File: src/rtl/addr_gen_pkg.sv
// constants and types for the cpu address generation block
package addr_gen_pkg;
  localparam logic [15:0] RESET_PC        = 16'h0000;
  localparam logic [15:0] RESET_SP        = 16'hfeff;
  localparam logic [15:0] TABLE_BASE      = 16'h0040;
  localparam logic [15:0] SHORT_BASE_RAM  = 16'hfe00;
  localparam logic [15:0] SHORT_BASE_SFR  = 16'hff00;
  localparam logic [7:0]  SHORT_SFR_LIMIT = 8'h20;
  localparam logic [15:0] SPECIAL_BASE    = 16'hff00;
  localparam logic [15:0] FAST_RAM_LO     = 16'hfe20;
  localparam logic [15:0] FAST_RAM_HI     = 16'hfeff;
  localparam logic [15:0] WIDE_TIMER_LO   = 16'hff16;
  localparam logic [15:0] WIDE_TIMER_HI   = 16'hff1b;
  localparam int          TABLE_LSB       = 1;
  localparam int          TABLE_MSB       = 5;
  localparam logic [1:0]  PAIR_ACC        = 2'd0;
  localparam logic [1:0]  PAIR_SECOND     = 2'd2;
  localparam logic [1:0]  PAIR_BASE       = 2'd3;

  typedef enum logic [2:0] {
    PC_HOLD, PC_SEQ, PC_REL, PC_IMM, PC_TABLE, PC_REG, PC_LOAD
  } pc_op_t;

  typedef enum logic [3:0] {
    OPA_NONE, OPA_DIRECT, OPA_SHORT, OPA_SPECIAL, OPA_REG_IND,
    OPA_BASED, OPA_PUSH, OPA_POP
  } opa_mode_t;
endpackage

File: src/rtl/reg_decode.sv
// general register and register pair select decoder
module reg_decode
  import addr_gen_pkg::*;
(
  input  wire logic [2:0] i_reg_code,
  input  wire logic [1:0] i_pair_code,
  input  wire logic [63:0] i_regs,
  output logic      [7:0] o_reg_val,
  output logic      [15:0] o_pair_val
);
  always_comb begin
    o_reg_val  = i_regs[i_reg_code*8 +: 8];
    o_pair_val = i_regs[i_pair_code*16 +: 16];
  end
endmodule // reg_decode

File: src/rtl/cpu_address_generation.sv
// program counter and operand effective address generation
// Function
// - sequential fetch adds one per byte
// - relative branch adds sign-extended displacement
// - short branch and conditionals use relative
// - absolute call/jump loads 16-bit immediate
// - table word low byte even address
// - register jump loads accumulator pair
// - direct addressing uses 16-bit immediate
// - short direct window fe20h to ff1fh
// - bit 8 set for fields below 20h
// - special register address is ff00h plus field
// - 3-bit register code, 2-bit pair code
// - indirect through second or base pair
// - based adds zero-extended offset, no carry
// - stack accesses outside fast ram fe20h to feffh raise a fault
// - predecrement on save, postincrement restore
// - wide timer word access only short direct; register indirect and based word accesses to it raise no fault
// - wide timer byte access via direct
module cpu_address_generation
  import addr_gen_pkg::*;
(
  input  wire logic                i_clk,
  input  wire logic                i_rst,
  input  wire addr_gen_pkg::pc_op_t i_pc_op,
  input  wire logic                i_fetch,
  input  wire logic                i_branch_taken,
  input  wire logic [7:0]          i_branch_displacement,
  input  wire logic [15:0]         i_imm16,
  input  wire logic [7:0]          i_imm8,
  input  wire logic [7:0]          i_table_call_instr,
  input  wire logic [7:0]          i_table_lo,
  input  wire logic [7:0]          i_table_hi,
  input  wire addr_gen_pkg::opa_mode_t i_opa_mode,
  input  wire logic                i_opa_word,
  input  wire logic                i_pair_sel_base,
  input  wire logic [2:0]          i_reg_code,
  input  wire logic [1:0]          i_pair_code,
  input  wire logic [63:0]         i_regs,
  input  wire logic                i_sp_load,
  input  wire logic [15:0]         i_sp_value,
  output logic      [15:0]         o_program_counter,
  output logic      [15:0]         o_table_addr,
  output logic      [15:0]         o_operand_addr,
  output logic                     o_operand_valid,
  output logic                     o_access_fault,
  output logic      [15:0]         o_stack_pointer,
  output logic      [7:0]          o_reg_val,
  output logic      [15:0]         o_pair_val
);
  import addr_gen_pkg::*;

  logic [15:0] pc_ff, nxt_pc;
  logic [15:0] sp_ff, nxt_sp;
  logic [15:0] opa_ff, nxt_opa;
  logic        opv_ff, nxt_opv;
  logic        flt_ff, nxt_flt;
  logic [15:0] tba_ff, nxt_tba;
  logic [7:0]  rv_ff,  nxt_rv;
  logic [15:0] pv_ff,  nxt_pv;
  logic [7:0]  reg_val;
  logic [15:0] pair_val;
  logic [15:0] acc_pair, second_pair, base_pair;

  function automatic logic [15:0] short_addr(input logic [7:0] f);
    short_addr = (f < SHORT_SFR_LIMIT) ? (SHORT_BASE_SFR | {8'h00, f})
                                       : (SHORT_BASE_RAM | {8'h00, f});
  endfunction

  function automatic logic in_wide_timer(input logic [15:0] a);
    in_wide_timer = (a >= WIDE_TIMER_LO) && (a <= WIDE_TIMER_HI);
  endfunction

  reg_decode u_dec (
    .i_reg_code (i_reg_code),
    .i_pair_code(i_pair_code),
    .i_regs     (i_regs),
    .o_reg_val  (reg_val),
    .o_pair_val (pair_val)
  );

  assign acc_pair    = i_regs[PAIR_ACC*16 +: 16];
  assign second_pair = i_regs[PAIR_SECOND*16 +: 16];
  assign base_pair   = i_regs[PAIR_BASE*16 +: 16];

  // program counter group
  always_comb begin
    nxt_pc  = pc_ff;
    nxt_tba = tba_ff;
    unique case (i_pc_op)
      PC_HOLD: nxt_pc = pc_ff;
      PC_SEQ: nxt_pc = i_fetch ? pc_ff + 16'h0001 : pc_ff;
      PC_REL: nxt_pc = i_branch_taken ?
        pc_ff + {{8{i_branch_displacement[7]}}, i_branch_displacement}
        : pc_ff;
      PC_IMM: nxt_pc = i_imm16;
      // low byte even, high byte odd
      PC_TABLE: nxt_pc = {i_table_hi, i_table_lo};
      PC_REG: nxt_pc = acc_pair;
      PC_LOAD: nxt_pc = {i_table_hi, i_table_lo};
    endcase
    nxt_tba = TABLE_BASE |
      {10'h000, i_table_call_instr[TABLE_MSB:TABLE_LSB], 1'b0};
    if (i_rst) begin
      nxt_pc  = RESET_PC;
      nxt_tba = TABLE_BASE;
    end
  end

  always_ff @(posedge i_clk) begin
    pc_ff  <= nxt_pc;
    tba_ff <= nxt_tba;
  end

  // operand and stack group
  always_comb begin
    nxt_sp  = sp_ff;
    nxt_opa = opa_ff;
    nxt_opv = 1'b1;
    nxt_flt = 1'b0;
    unique case (i_opa_mode)
      OPA_NONE: nxt_opv = 1'b0;
      // direct, byte access to timer ok
      OPA_DIRECT: begin
        nxt_opa = i_imm16;
        // no word access outside short direct
        nxt_flt = i_opa_word && in_wide_timer(i_imm16);
      end
      OPA_SHORT: begin
        nxt_opa = short_addr(i_imm8);
        nxt_flt = i_opa_word && i_imm8[0];
      end
      OPA_SPECIAL: begin
        nxt_opa = SPECIAL_BASE | {8'h00, i_imm8};
        nxt_flt = i_opa_word && in_wide_timer(SPECIAL_BASE |
                                              {8'h00, i_imm8});
      end
      OPA_REG_IND: nxt_opa = i_pair_sel_base ? base_pair : second_pair;
      // carry out dropped by 16-bit width
      OPA_BASED: nxt_opa = base_pair + {8'h00, i_imm8};
      OPA_PUSH: begin
        nxt_sp  = sp_ff - 16'h0001;
        nxt_opa = sp_ff - 16'h0001;
        nxt_flt = (nxt_opa < FAST_RAM_LO) || (nxt_opa > FAST_RAM_HI);
      end
      OPA_POP: begin
        nxt_sp  = sp_ff + 16'h0001;
        nxt_opa = sp_ff;
        nxt_flt = (sp_ff < FAST_RAM_LO) || (sp_ff > FAST_RAM_HI);
      end
      default: nxt_opv = 1'b0;
    endcase
    if (i_sp_load) begin
      nxt_sp = i_sp_value;
    end
    if (i_rst) begin
      nxt_sp  = RESET_SP;
      nxt_opa = 16'h0000;
      nxt_opv = 1'b0;
      nxt_flt = 1'b0;
    end
  end

  always_ff @(posedge i_clk) begin
    sp_ff  <= nxt_sp;
    opa_ff <= nxt_opa;
    opv_ff <= nxt_opv;
    flt_ff <= nxt_flt;
  end

  always_comb begin
    nxt_rv = i_rst ? 8'h00 : reg_val;
    nxt_pv = i_rst ? 16'h0000 : pair_val;
  end

  always_ff @(posedge i_clk) begin
    rv_ff <= nxt_rv;
    pv_ff <= nxt_pv;
  end

  assign o_program_counter = pc_ff;
  assign o_table_addr      = tba_ff;
  assign o_operand_addr    = opa_ff;
  assign o_operand_valid   = opv_ff;
  assign o_access_fault    = flt_ff;
  assign o_stack_pointer   = sp_ff;
  assign o_reg_val         = rv_ff;
  assign o_pair_val        = pv_ff;

  // checks
  AST_SEQ: assert property (@(posedge i_clk) disable iff (i_rst)
    (i_pc_op == PC_SEQ && i_fetch) |=> pc_ff == $past(pc_ff) + 16'h0001)
    else $error("pc did not advance by one");
  AST_REL: assert property (@(posedge i_clk) disable iff (i_rst)
    (i_pc_op == PC_REL && i_branch_taken) |=> pc_ff == $past(pc_ff) +
      {{8{$past(i_branch_displacement[7])}}, $past(i_branch_displacement)})
    else $error("relative target wrong");
  AST_IMM: assert property (@(posedge i_clk) disable iff (i_rst)
    (i_pc_op == PC_IMM) |=> pc_ff == $past(i_imm16))
    else $error("absolute target wrong");
  AST_TBL: assert property (@(posedge i_clk) disable iff (i_rst)
    1'b1 |=> tba_ff[15:7] == 9'h000 && tba_ff[6] && !tba_ff[0])
    else $error("table address out of area");
  AST_REG: assert property (@(posedge i_clk) disable iff (i_rst)
    (i_pc_op == PC_REG) |=> pc_ff == $past(acc_pair))
    else $error("register jump wrong");
  AST_SHORT: assert property (@(posedge i_clk) disable iff (i_rst)
    (i_opa_mode == OPA_SHORT) |=> opa_ff[15:9] == 7'h7f &&
      opa_ff[8] == ($past(i_imm8) < 8'h20))
    else $error("short direct bit 8 wrong");
  AST_SFR: assert property (@(posedge i_clk) disable iff (i_rst)
    (i_opa_mode == OPA_SPECIAL) |=> opa_ff == {8'hff, $past(i_imm8)})
    else $error("special register address wrong");
  AST_BASED: assert property (@(posedge i_clk) disable iff (i_rst)
    (i_opa_mode == OPA_BASED) |=>
      opa_ff == 16'($past(base_pair) + {8'h00, $past(i_imm8)}))
    else $error("based address wrong");
  AST_PUSH: assert property (@(posedge i_clk) disable iff (i_rst)
    (i_opa_mode == OPA_PUSH && !i_sp_load) |=>
      opa_ff == sp_ff && sp_ff == $past(sp_ff) - 16'h0001)
    else $error("push not predecremented");
  AST_WORD: assert property (@(posedge i_clk) disable iff (i_rst)
    (i_opa_mode == OPA_DIRECT && i_opa_word &&
     i_imm16 == WIDE_TIMER_LO) |=> flt_ff)
    else $error("wide timer word via direct not refused");
  COV_REL: cover property (@(posedge i_clk)
    i_pc_op == PC_REL && i_branch_taken && i_branch_displacement[7]);
  COV_TBL: cover property (@(posedge i_clk) i_pc_op == PC_TABLE);
  COV_PUSHPOP: cover property (@(posedge i_clk)
    i_opa_mode == OPA_PUSH ##1 i_opa_mode == OPA_POP);
endmodule // cpu_address_generation

File: config.mk
export PLATFORM = sky130hd
export DESIGN_NAME = cpu_address_generation
export DESIGN_NICKNAME = d
export VERILOG_FILES = /design/src/rtl/addr_gen_pkg.sv /design/src/rtl/reg_decode.sv /design/src/rtl/cpu_address_generation.sv
export SDC_FILE = /design/constraint.sdc
export NUM_CORES = 1
export LEC_CHECK = 0
export BUFFER_PORTS_ARGS = -buffer_cell sky130_fd_sc_hd__buf_4
export CORE_UTILIZATION = 47
export CTS_BUF_LIST = sky130_fd_sc_hd__clkbuf_8 sky130_fd_sc_hd__clkbuf_16
export DETAILED_ROUTE_END_ITERATION = 10
export PLACE_DENSITY = 0.78
export SLEW_MARGIN = 10
export SYNTH_ARGS = -nofsm -noshare
export SYNTH_HDL_FRONTEND = slang
export SYNTH_SLANG_ARGS = --single-unit
File: constraint.sdc
create_clock -name i_clk -period 3.05 [get_ports i_clk]
set_clock_uncertainty 0.2 [all_clocks]
set_input_delay 0.61 -clock i_clk [delete_from_list [all_inputs] [get_ports i_clk]]
set_output_delay 0.61 -clock i_clk [all_outputs]
set_load 0.01 [all_outputs]
==> flow_summary.yaml, run 1 <==
status:
  status: "finished clean"
setup_path:
  cp.required_ns: 3.10
  endpoint_kind: "register"
  crit_path_start_kind: "input port"
  crit_end: "o_program_counter[14]"
  crit_type: "in -> reg"
  slowest_delay_ns: 0.39
  r2r-start: "o_stack_pointer[0]"
  cp_num_buf_inv: 2
  reg2reg_to: "o_operand_addr[10]"
  crit_chain: "buf_4 -> nand2b_4 -> or3_1 -> ha_1 -> inv_1 -> fa_1 -> nor2b_1 -> o2111ai_2 -> a21oi_1 -> o22a_1 -> a311oi_1 -> o32ai_1"
  r2r_cells: 8
  r2r_slack_ns: 0.38
  crit_arrival_ns: 2.85
  cp_max_fo: 3
  crit_start: "i_pc_op[2]"
  path_depth: 12
  crit_slowest_cell: "fa_1"
  cpLargestDelayFamily: "compound AO/OA/AOI/OAI gates"
sta:
  finalMaxSlewViolations: 0
  fmax_mhz: 356.8
  maxSlewHeadroom_pct: 53.72
  fin_crit_ns: 2.802
  rsz0062_at_grt: "no"
  worstMarginPinSlew_ns: 0.6928
  hold_violations: 0
  setup_viol: 0
  period_share_pct: 91.88
clocking:
  cts_buffer_depth: 2
  root_buffer: "clkbuf_16"
  cts_tree: "built"
  path_clk_slew_ns: 0.07
  post-cts-setup-buffer-count: 0
  cts_buffers: 9
  worstSkewPairLatency_ns: 0.34
  hold_buffers: 0
  cts_resized: 0
  cts.sinks: 79
  h-tree-depth: 3
layout:
  drive_gt1_share_pct: 33.52
  final_util_pct: 64.99
  final_common_cell: "buf_4"
  area_growth_pct: 35.19
  mostFrequentLayoutCells: "buf_4 (284), dfxtp_1 (79), nor2_1 (60), nand2_1 (52), a21oi_1 (48)"
  final_area_mm2: 0.009445
  diodes: 0
  final_nets: 1248
grt:
  antenna_found_initial: 0
  grt_pass1_vias: 7148
  overflow: 0
  grt_pass1_wl_mm: 39.47
  grt_max_degree: 32
  grt_usage_pct: 34.47
route:
  vias: 7790
  drc: 0
  drtIter0Drc: 961
  wl_mm: 26.49
  vias_per_cell: 6.222
  wl_per_cell_um: 21.16
  drt-pass1-iter-count: 5
  ant_nets: 0
pwr:
  power.leakage_nw: 4.120
  p_sw_mw: 1.161
  vdd_drop_max_mv: 0.2173
  switching_share_pct: 31.53
  p_clk_share_pct: 34.3
  comb_power_share_pct: 33.0
  pwr_density_cell_mw_per_mm2: 389.7
  p_int_mw: 2.520
  pwr-share-seq_pct: 32.6
synthesis:
  ys_seq_area_share_pct: 22.64
  ys_warn_count: 0
  postSynth.asyncResetShare_pct: 0
  ys.flop_type: "dfxtp_1"
  synth_cell_types: 74
  ys_seq_elements: 79
  synth.avg_cell_area_um2: 8.298
  synth-edff-count: 0
  synthCells: 842
  netlist_area_mm2: 0.006987
placed_design:
  hpwlAfterDp_mm: 20.93
  placed_cell_area_mm2: 0.009112
  finalWeightedCongestion: 1.011
  io_buffers: 230
job:
  maxCapViolCount: 0
min_path:
  holdCritPathClass: "in -> reg"
  whs_path_depth: 2
floorplan:
  die_w_um: 123.9
  rows: 44
  core_mm2: 0.01453
  fp.dieH_um: 123.9
  ios: 245
  die_area_mm2: 0.01536
  initial_core_util_pct: 48.07
[logic make-up after synthesis]
| logic type | share of synthesized area [%] |
|---|---|
| buffers and inverters | 6.537 |
| other | 0.1075 |
| AND/OR/NAND/NOR | 22.48 |
| AO/OA/AOI/OAI | 22.05 |
| multiplexers | 15.96 |
| XOR/XNOR | 5.014 |
| flip-flops | 22.64 |
| adder cells (fa/ha/maj) | 5.229 |
[power by group through the flow]
stage / combinational, mW / clock, mW / sequential (mW)
final: 1.22 / 1.26 / 1.20
after CTS: 1.19 / 1.27 / 1.20
after detailed placement: 1.19 / 0 / 1.22
after global routing: 1.30 / 1.33 / 1.21
after global placement: 1.18 / 0 / 1.22
after floorplan: 0.636 / 0 / 1.23
[synthesized netlist by cell type, drive strengths merged (7+ instances only)]
| cell type | count | share of area, % |
|---|---|---|
| nand3b | 7 | 0.75 |
| o22ai | 12 | 1.1 |
| nand3 | 21 | 1.5 |
| and2 | 22 | 2.0 |
| xnor2 | 27 | 3.4 |
| nand2b | 10 | 0.90 |
| ha | 26 | 4.7 |
| inv | 24 | 1.3 |
| nor4 | 14 | 1.3 |
| clkbuf | 51 | 2.7 |
| mux4 | 32 | 10 |
| a21o | 15 | 1.6 |
| or3 | 8 | 0.72 |
| o21ai | 41 | 2.9 |
| mux2i | 36 | 5.2 |
| a21oi | 49 | 3.6 |
| nor2 | 61 | 3.3 |
| nand2 | 52 | 2.8 |
| and3 | 11 | 0.99 |
| xor2 | 13 | 1.6 |
| nand4 | 12 | 1.1 |
| dfxtp | 79 | 23 |
| o211ai | 12 | 1.3 |
| a22o | 10 | 1.3 |
| a211oi | 10 | 1.1 |
| nor3 | 24 | 1.8 |
| nor2b | 13 | 1.2 |
| nor3b | 11 | 1.2 |
| buf | 30 | 2.5 |
| a221oi | 8 | 1.0 |
| a31oi | 8 | 0.72 |
[layer usage]
layer,GRT usage (%),share of wire [%],up-vias
met5,0,0,-
met4,16.59,4.7,0
met3,6.822,11,86
met2,53.78,44,487
met1,45.54,40,3610
li1,-,-,3607
[worst min-delay path by stage]
stage	startpoint	end	slack [ns]
floorplan	o_operand_addr[3]	o_operand_addr[3]	0.28
global placement	o_operand_addr[3]	o_operand_addr[3]	0.24
detailed placement	o_program_counter[0]	o_program_counter[0]	0.27
CTS	i_table_call_instr[3]	o_table_addr[3]	0.27
global route	i_table_call_instr[1]	o_table_addr[1]	0.28
finish	i_table_call_instr[3]	o_table_addr[3]	0.27
[metrics by stage]
step | hold slack (ns) | setup TNS, ns | power, mW | setup WS (ns) | cells
after detailed placement | 0.2717 | -0.1214 | 2.411 | -0.06063 | 1238
after global placement | 0.2448 | -0.03249 | 2.400 | -0.03249 | 1238
final | 0.2706 | 0 | 3.681 | 0.2475 | 1252
after global routing | 0.2772 | 0 | 3.841 | 0.1251 | 1252
after floorplan | 0.2761 | 0 | 1.870 | 0.001048 | 851
after CTS | 0.2652 | 0 | 3.666 | 0.2789 | 1252
[sequential cells by signal (all words and copies together) (netlist names)]
register           count
o_operand_addr        16
o_pair_val            16
o_program_counter     16
o_stack_pointer       16
o_reg_val              8
o_table_addr           5
o_access_fault         1
o_operand_valid        1
[cell type report]
cell class | instances | area, um2
fillers | 1271 | 5089
multi-input cells | 667 | 5079
repair buffers | 284 | 2132
flip-flops and latches | 79 | 1582
well taps | 184 | 230.2
clock buffers | 9 | 225.2
clock inverters | 5 | 107.6
inverters | 24 | 90.09
Power figures use the tool's default switching activity.
==> run 2: changes to the inputs <==
--- a/config.mk
+++ b/config.mk
@@ -6,10 +6,11 @@
 export NUM_CORES = 1
 export LEC_CHECK = 0
 export BUFFER_PORTS_ARGS = -buffer_cell sky130_fd_sc_hd__buf_4
-export CORE_UTILIZATION = 47
+export CORE_UTILIZATION = 52
 export CTS_BUF_LIST = sky130_fd_sc_hd__clkbuf_8 sky130_fd_sc_hd__clkbuf_16
 export DETAILED_ROUTE_END_ITERATION = 10
-export PLACE_DENSITY = 0.78
+export PLACE_DENSITY = 0.82
+export REMOVE_ABC_BUFFERS = 1
 export SLEW_MARGIN = 10
 export SYNTH_ARGS = -nofsm -noshare
 export SYNTH_HDL_FRONTEND = slang
==> constraint.sdc (replaced) <==
create_clock -name i_clk -period 2.88 [get_ports i_clk]
set_clock_uncertainty 0.2 [all_clocks]
set_input_delay 0.576 -clock i_clk [delete_from_list [all_inputs] [get_ports i_clk]]
set_output_delay 0.576 -clock i_clk [all_outputs]
set_load 0.01 [all_outputs]
==> run 2 against run 1 <==
Compared with the run above:
- flip-flop and latch count unchanged
- critical path type unchanged
- combinational power is 8% higher
- hold slack worse by 0.038 ns
- cell count grew 0.56%
- sequential share of layout area is 0.068 points lower
- register-to-register slack got worse by 0.20 ns
- largest power group is now combinational logic
- non-clock buffer count increased by 17
- count of clock-buffer cells in the layout grew 1
- wire length rose by 1.7%
- critical path depth did not move
==> flow_summary.yaml, run 2 (synthesis gave the netlist of run 1 again) <==
status:
  status: "finished clean"
floorplan:
  rows: 41
  ios: 245
  die_w_um: 117.9
  initial_core_util_pct: 54.26
  core_mm2: 0.01288
  die_area_mm2: 0.01390
  fp.dieH_um: 117.9
grt:
  grt_max_degree: 33
  overflow: 0
  antenna_found_initial: 0
  grt_pass1_wl_mm: 41.77
  grt_pass1_vias: 7522
  grt_usage_pct: 38.49
sta:
  whs_ns: 0.2330
  worstMarginPinSlew_ns: 0.5487
  period_share_pct: 95.06
  hold_violations: 0
  fin_crit_ns: 2.738
  maxSlewHeadroom_pct: 62.48
  rsz0062_at_grt: "no"
  finalMaxSlewViolations: 0
  fmax_mhz: 365.3
  setup_viol: 0
  fin_ws_ns: 0.1424
layout:
  seqCellArea_mm2: 0.001582
  final_area_mm2: 0.009484
  diodes: 0
  final_common_cell: "buf_4"
  fillers: 1039
  final_util_pct: 73.66
  drive_gt1_share_pct: 34.41
  final_nets: 1265
  area_growth_pct: 35.75
  mostFrequentLayoutCells: "buf_4 (299), dfxtp_1 (79), nor2_1 (61), nand2_1 (52), a21oi_1 (46)"
  final-instance-count-excl-fill: 1259
  multiInputGateArea_mm2: 0.005022
pwr:
  pwr_density_cell_mw_per_mm2: 395.6
  vdd_drop_max_mv: 0.3177
  power.leakage_nw: 4.201
setup_path:
  cp.required_ns: 2.90
  cp_max_fo: 6
  crit_arrival_ns: 2.76
  crit_type: "in -> reg"
  crit_path_start_kind: "input port"
  endpoint_kind: "register"
clocking:
  root_buffer: "clkbuf_16"
  cts_buffer_depth: 2
  worstSkewPairLatency_ns: 0.35
  cts.sinks: 79
  post-cts-setup-buffer-count: 0
  h-tree-depth: 3
  cts_tree: "built"
  cts_resized: 0
  hold_buffers: 0
  cts_buffers: 9
  path_clk_slew_ns: 0.07
route:
  drtIter0Drc: 926
  wl_mm: 26.96
  drt-pass1-iter-count: 6
  vias_per_cell: 6.495
  drc: 0
  ant_nets: 0
  vias: 8177
  wl_per_cell_um: 21.41
placed_design:
  hpwlAfterDp_mm: 20.85
  finalWeightedCongestion: 0.9744
  io_buffers: 230
  dpl.cell_count: 1243
  place_ws_ns: -0.3093
  placed_cell_area_mm2: 0.009154
min_path:
  holdCritPathClass: "in -> reg"
job:
  maxCapViolCount: 0
run 2: changes by cell type in the layout (fill, tap and decap cells not counted), moves of 2 or more:
cell,previous run,this run
bufinv_16,3,0
ha_1,22,25
buf_12,0,2
nor2b_2,0,2
ha_4,4,0
and3_1,8,11
a21oi_1,48,46
a21oi_2,1,3
and3_4,3,0
buf_4,284,299
run 2: area by class of cell:
class	instances	share of cell area, %
Multi-Input combinational cell	667	52.96
Timing Repair Buffer	301	24.09
Sequential cell	79	16.68
Clock buffer	10	2.520
Tap cell	172	2.269
Inverter	24	0.9499
Clock inverter	6	0.5409
run 2: path summary, 6_finish.rpt:
check / start / end / slack (ns) / depth (start not counted)
max: i_pc_op[2] / o_program_counter[14] / 0.14 / 12
min: i_table_call_instr[1] / o_table_addr[1] / 0.23 / 2
max reg2reg: o_stack_pointer[0] / o_operand_addr[6] / 0.18 / 9
min reg2reg: o_operand_addr[3] / o_operand_addr[3] / 0.26 / 2
run 2: layer usage:
metal / share of wire, % / track usage, % / up-vias
met1: 38 / 49.94 / 3860
li1: - / - / 3642
met4: 4.5 / 18.35 / 0
met3: 11 / 7.849 / 112
met2: 46 / 60.92 / 563
met5: 0 / 0 / -
run 2: report_power, final:
group	switching, mW	internal (mW)	total (mW)
Sequential	0.0728	1.19	1.26
Clock	0.551	0.623	1.17
Combinational	0.668	0.651	1.32
Total	1.29	2.46	3.75
run 2: critical path: stages:
cell and delay, ns:
buf_4 0.12, nand2b_1 0.16, nor2_1 0.12, nand2_1 0.12, inv_2 0.12, ha_2 0.32, a21o_1 0.16, a21o_1 0.19
or2_2 0.28, o22a_1 0.21, a311oi_2 0.26, o32ai_1 0.12
run 2: through the flow:
step | power, mW | TNS (ns)
after floorplan | 1.875 | -2.033
after global placement | 2.540 | -1.069
after detailed placement | 2.556 | -1.302
after CTS | 3.709 | 0
after global routing | 3.897 | 0
final | 3.752 | 0
==> run 3: changes to the inputs <==
--- a/config.mk
+++ b/config.mk
@@ -11,7 +11,9 @@
 export DETAILED_ROUTE_END_ITERATION = 10
 export PLACE_DENSITY = 0.82
 export REMOVE_ABC_BUFFERS = 1
+export SETUP_SLACK_MARGIN = 0.1
 export SLEW_MARGIN = 10
 export SYNTH_ARGS = -nofsm -noshare
 export SYNTH_HDL_FRONTEND = slang
+export SYNTH_HIERARCHICAL = 1
 export SYNTH_SLANG_ARGS = --single-unit
==> run 3 against run 2 <==
Compared with the run above:
- the run now ends with setup timing left
- critical path depth rose by 2
- synthesized area fell by 0.63%
- sequential share of layout area fell by 0.44 points
- die area fell by 0.62%
- synthesized cell count fell by 4.5%
- count of clock-buffer cells in the layout rose by 1
- highest routed layer unchanged
- combinational power barely moved
- largest cell class unchanged
- fmax fell by 8.4%
- first-iteration DRC count rose by 17%
==> flow_summary.yaml, run 3 <==
grt:
  grt_usage_pct: 39.00
  grt_max_degree: 27
  grt_pass1_wl_mm: 41.60
  overflow: 0
  grt_pass1_vias: 7610
  antenna_found_initial: 0
synthesis:
  synth-simple-area-share_pct: 19.61
  synth_fa_ha_area_share_pct: 5.262
  ys_warn_count: 6
  postSynth.asyncResetShare_pct: 0
  synth_top_family_by_area: "compound AO/OA/AOI/OAI gates"
  synth.avg_cell_area_um2: 8.635
  synth.area.mux_share_pct: 17.90
  synth-compound-area-share_pct: 21.79
  synth_most_common_cell: "dfxtp_1"
  ys_seq_elements: 79
  yosys.area.top_type: "dfxtp_1"
  yosysTopAreaCellShare_pct: 22.78
  synth-edff-count: 0
  synth-xor-area-share_pct: 6.812
  ys_seq_area_share_pct: 22.78
  netlist_area_mm2: 0.006943
  synth_commonest_cells: "dfxtp_1 (79), nor2_1 (63), nand2_1 (53), a21oi_1 (48), nor2b_1 (41)"
  synth_cell_types: 78
  ys.flop_type: "dfxtp_1"
  synthCells: 804
  synth_area_leaders: "dfxtp_1 (23%), mux4_1 (5.7%), mux4_2 (5.5%), ha_1 (4.7%), nor2b_1 (3.7%)"
placed_design:
  hpwlAfterDp_mm: 21.24
  io_buffers: 230
  place_ws_ns: -0.6610
  dpl.cell_count: 1223
  finalWeightedCongestion: 1.036
setup_path:
  cp_num_buf_inv: 3
  cpLargestDelayFamily: "compound AO/OA/AOI/OAI gates"
  r2r_slack_ns: 0.20
  crit_chain: "buf_6 -> nand2b_4 -> or3_4 -> ha_4 -> inv_4 -> fa_2 -> nor2b_2 -> o31a_1 -> a2111oi_4 -> buf_4 -> o31ai_2 -> a21oi_1 -> xor2_1 -> o41ai_2"
  cp_max_fo: 3
  cp.required_ns: 2.95
  crit_arrival_ns: 3.06
  crit_type: "in -> reg"
  endpoint_kind: "register"
  r2r-start: "o_program_counter[0]"
  reg2reg_to: "o_program_counter[14]"
  crit_path_start_kind: "input port"
  crit_slowest_cell: "or3_4"
  r2r_cells: 11
  slowest_delay_ns: 0.35
clocking:
  cts_tree: "built"
  root_buffer: "clkbuf_16"
  worstSkewPairLatency_ns: 0.36
  cts_buffers: 9
  cts_buffer_depth: 2
  cts.sinks: 79
  h-tree-depth: 3
  path_clk_slew_ns: 0.07
floorplan:
  ios: 245
  rows: 41
  core_mm2: 0.01282
  die_area_mm2: 0.01382
  initial_core_util_pct: 54.14
  die_w_um: 117.6
  fp.dieH_um: 117.6
pwr:
  pwr_density_cell_mw_per_mm2: 398.5
  vdd_drop_max_mv: 0.3386
  switching_share_pct: 33.30
  comb_power_share_pct: 34.9
  p_int_mw: 2.589
  pwr-share-seq_pct: 32.7
  p_sw_mw: 1.292
  p_clk_share_pct: 32.4
  power.leakage_nw: 4.318
route:
  drc: 0
  wl_per_cell_um: 22.41
  ant_nets: 0
  drtIter0Drc: 1084
  drt-pass1-iter-count: 6
  wl_mm: 27.88
  vias_per_cell: 6.524
  vias: 8116
job:
  maxCapViolCount: 0
min_path:
  holdCritPathClass: "in -> reg"
  whs_endpoint: "o_stack_pointer[3]"
  whs_path_depth: 3
  hold_start: "i_sp_value[3]"
layout:
  final-instance-count-excl-fill: 1244
  final_nets: 1249
  fillers: 911
  seqCellArea_mm2: 0.001582
  drive_gt1_share_pct: 37.63
  multiInputGateArea_mm2: 0.005218
  mostFrequentLayoutCells: "buf_4 (303), dfxtp_1 (79), nor2_1 (62), nand2_1 (53), a21oi_1 (45)"
  final_common_cell: "buf_4"
  area_growth_pct: 40.28
sta:
  rsz0062_at_grt: "yes"
  fmax_mhz: 334.5
  setup_viol: 5
  worstMarginPinSlew_ns: 0.7136
  fin_crit_ns: 2.990
  hold_violations: 0
  setup-tns-final_ns: -0.3581
  maxSlewHeadroom_pct: 52.33
  period_share_pct: 103.8
  fin_ws_ns: -0.1099
  finalMaxSlewViolations: 0
status:
  failed_checks: "setup timing"
  status: "complete, but fails checks"
## run 3: changes by cell type in the layout (fill, tap and decap cells not counted), moves of 9 or more
cell | before | now
nor3b_1 | 11 | 0
xor2_1 | 13 | 26
mux2_2 | 3 | 19
mux4_1 | 0 | 15
mux4_2 | 32 | 17
and2_1 | 22 | 7
and3_1 | 11 | 2
mux2i_1 | 36 | 24
nor2b_1 | 11 | 40
a221oi_1 | 8 | 19
## run 3: what timing repair did
item                                    CTS  global route
buffers inserted                          2             3
pin swaps                                16            11
hold buffers                              0             0
hold endpoints to repair                  0             0
resized for setup                        19            29
endpoints found under the setup margin   11            16
## run 3: stage by stage
step / instance area, um2 / utilization (%) / hold WS, ns / total power, mW
6_report: 9739 / 75.94 / 0.2300 / 3.881
5_1_grt: 9737 / 75.92 / 0.2273 / 4.006
4_1_cts: 9572 / 74.63 / 0.2272 / 3.809
3_5_place_dp: 9151 / 71.36 / 0.2498 / 2.556
3_3_place_gp: 9151 / 71.36 / 0.2363 / 2.529
2_1_floorplan: 6641 / - / 0.2700 / 1.879
## run 3: how the worst max path moves through the flow
stage,endpoint,slack [ns],start,cells past startpoint
3_5_place_dp,o_program_counter[14],-0.66,i_pc_op[2],14
3_3_place_gp,o_program_counter[14],-0.58,i_pc_op[2],14
6_report,o_program_counter[14],-0.11,i_pc_op[2],14
4_1_cts,o_program_counter[14],-0.11,i_pc_op[2],14
5_1_grt,o_program_counter[6],-0.20,i_pc_op[2],15
2_1_floorplan,o_program_counter[14],-0.31,i_pc_op[2],12
## run 3: cells by family after synthesis
logic type | count (synthesis)
adder cells (fa/ha/maj) | 28
AO/OA/AOI/OAI | 222
buffers and inverters | 83
multiplexers | 76
XOR/XNOR | 54
flip-flops | 79
other | 2
AND/OR/NAND/NOR | 260
## run 3: worst register-to-register path: stages (launching register included)
cell	delay [ns]
dfxtp_1	0.41
ha_4	0.18
inv_4	0.04
fa_2	0.37
nor2b_2	0.15
o31a_1	0.26
a2111oi_4	0.11
buf_4	0.16
o31ai_2	0.24
a21oi_1	0.11
xor2_1	0.16
o41ai_2	0.20
## run 3: layer usage
layer	share of wire [%]	routed length, um	up-vias	global-route usage (%)
li1	-	-	3539	-
met1	37	10200	3768	46.25
met2	45	12640	654	62.06
met3	11	3171	155	11.09
met4	6.7	1864	0	24.68
met5	0	0	-	0
## run 3: power groups by stage
stage          logic (mW)  clock network (mW)  registers, mW
6_report             1.35                1.26           1.27
5_1_grt              1.43                1.30           1.28
4_1_cts              1.29                1.25           1.27
3_5_place_dp         1.27                   0           1.29
3_3_place_gp         1.24                   0           1.29
2_1_floorplan       0.559                   0           1.32
## run 3: cell type report
cell class              count  area share (%)
multi-input cells         651           53.57
clock buffers              11           2.595
diodes                      1         0.02569
clock inverters             5          0.6552
inverters                  17          0.6809
well taps                 172           2.210
repair buffers            308           24.02
flip-flops and latches     79           16.24
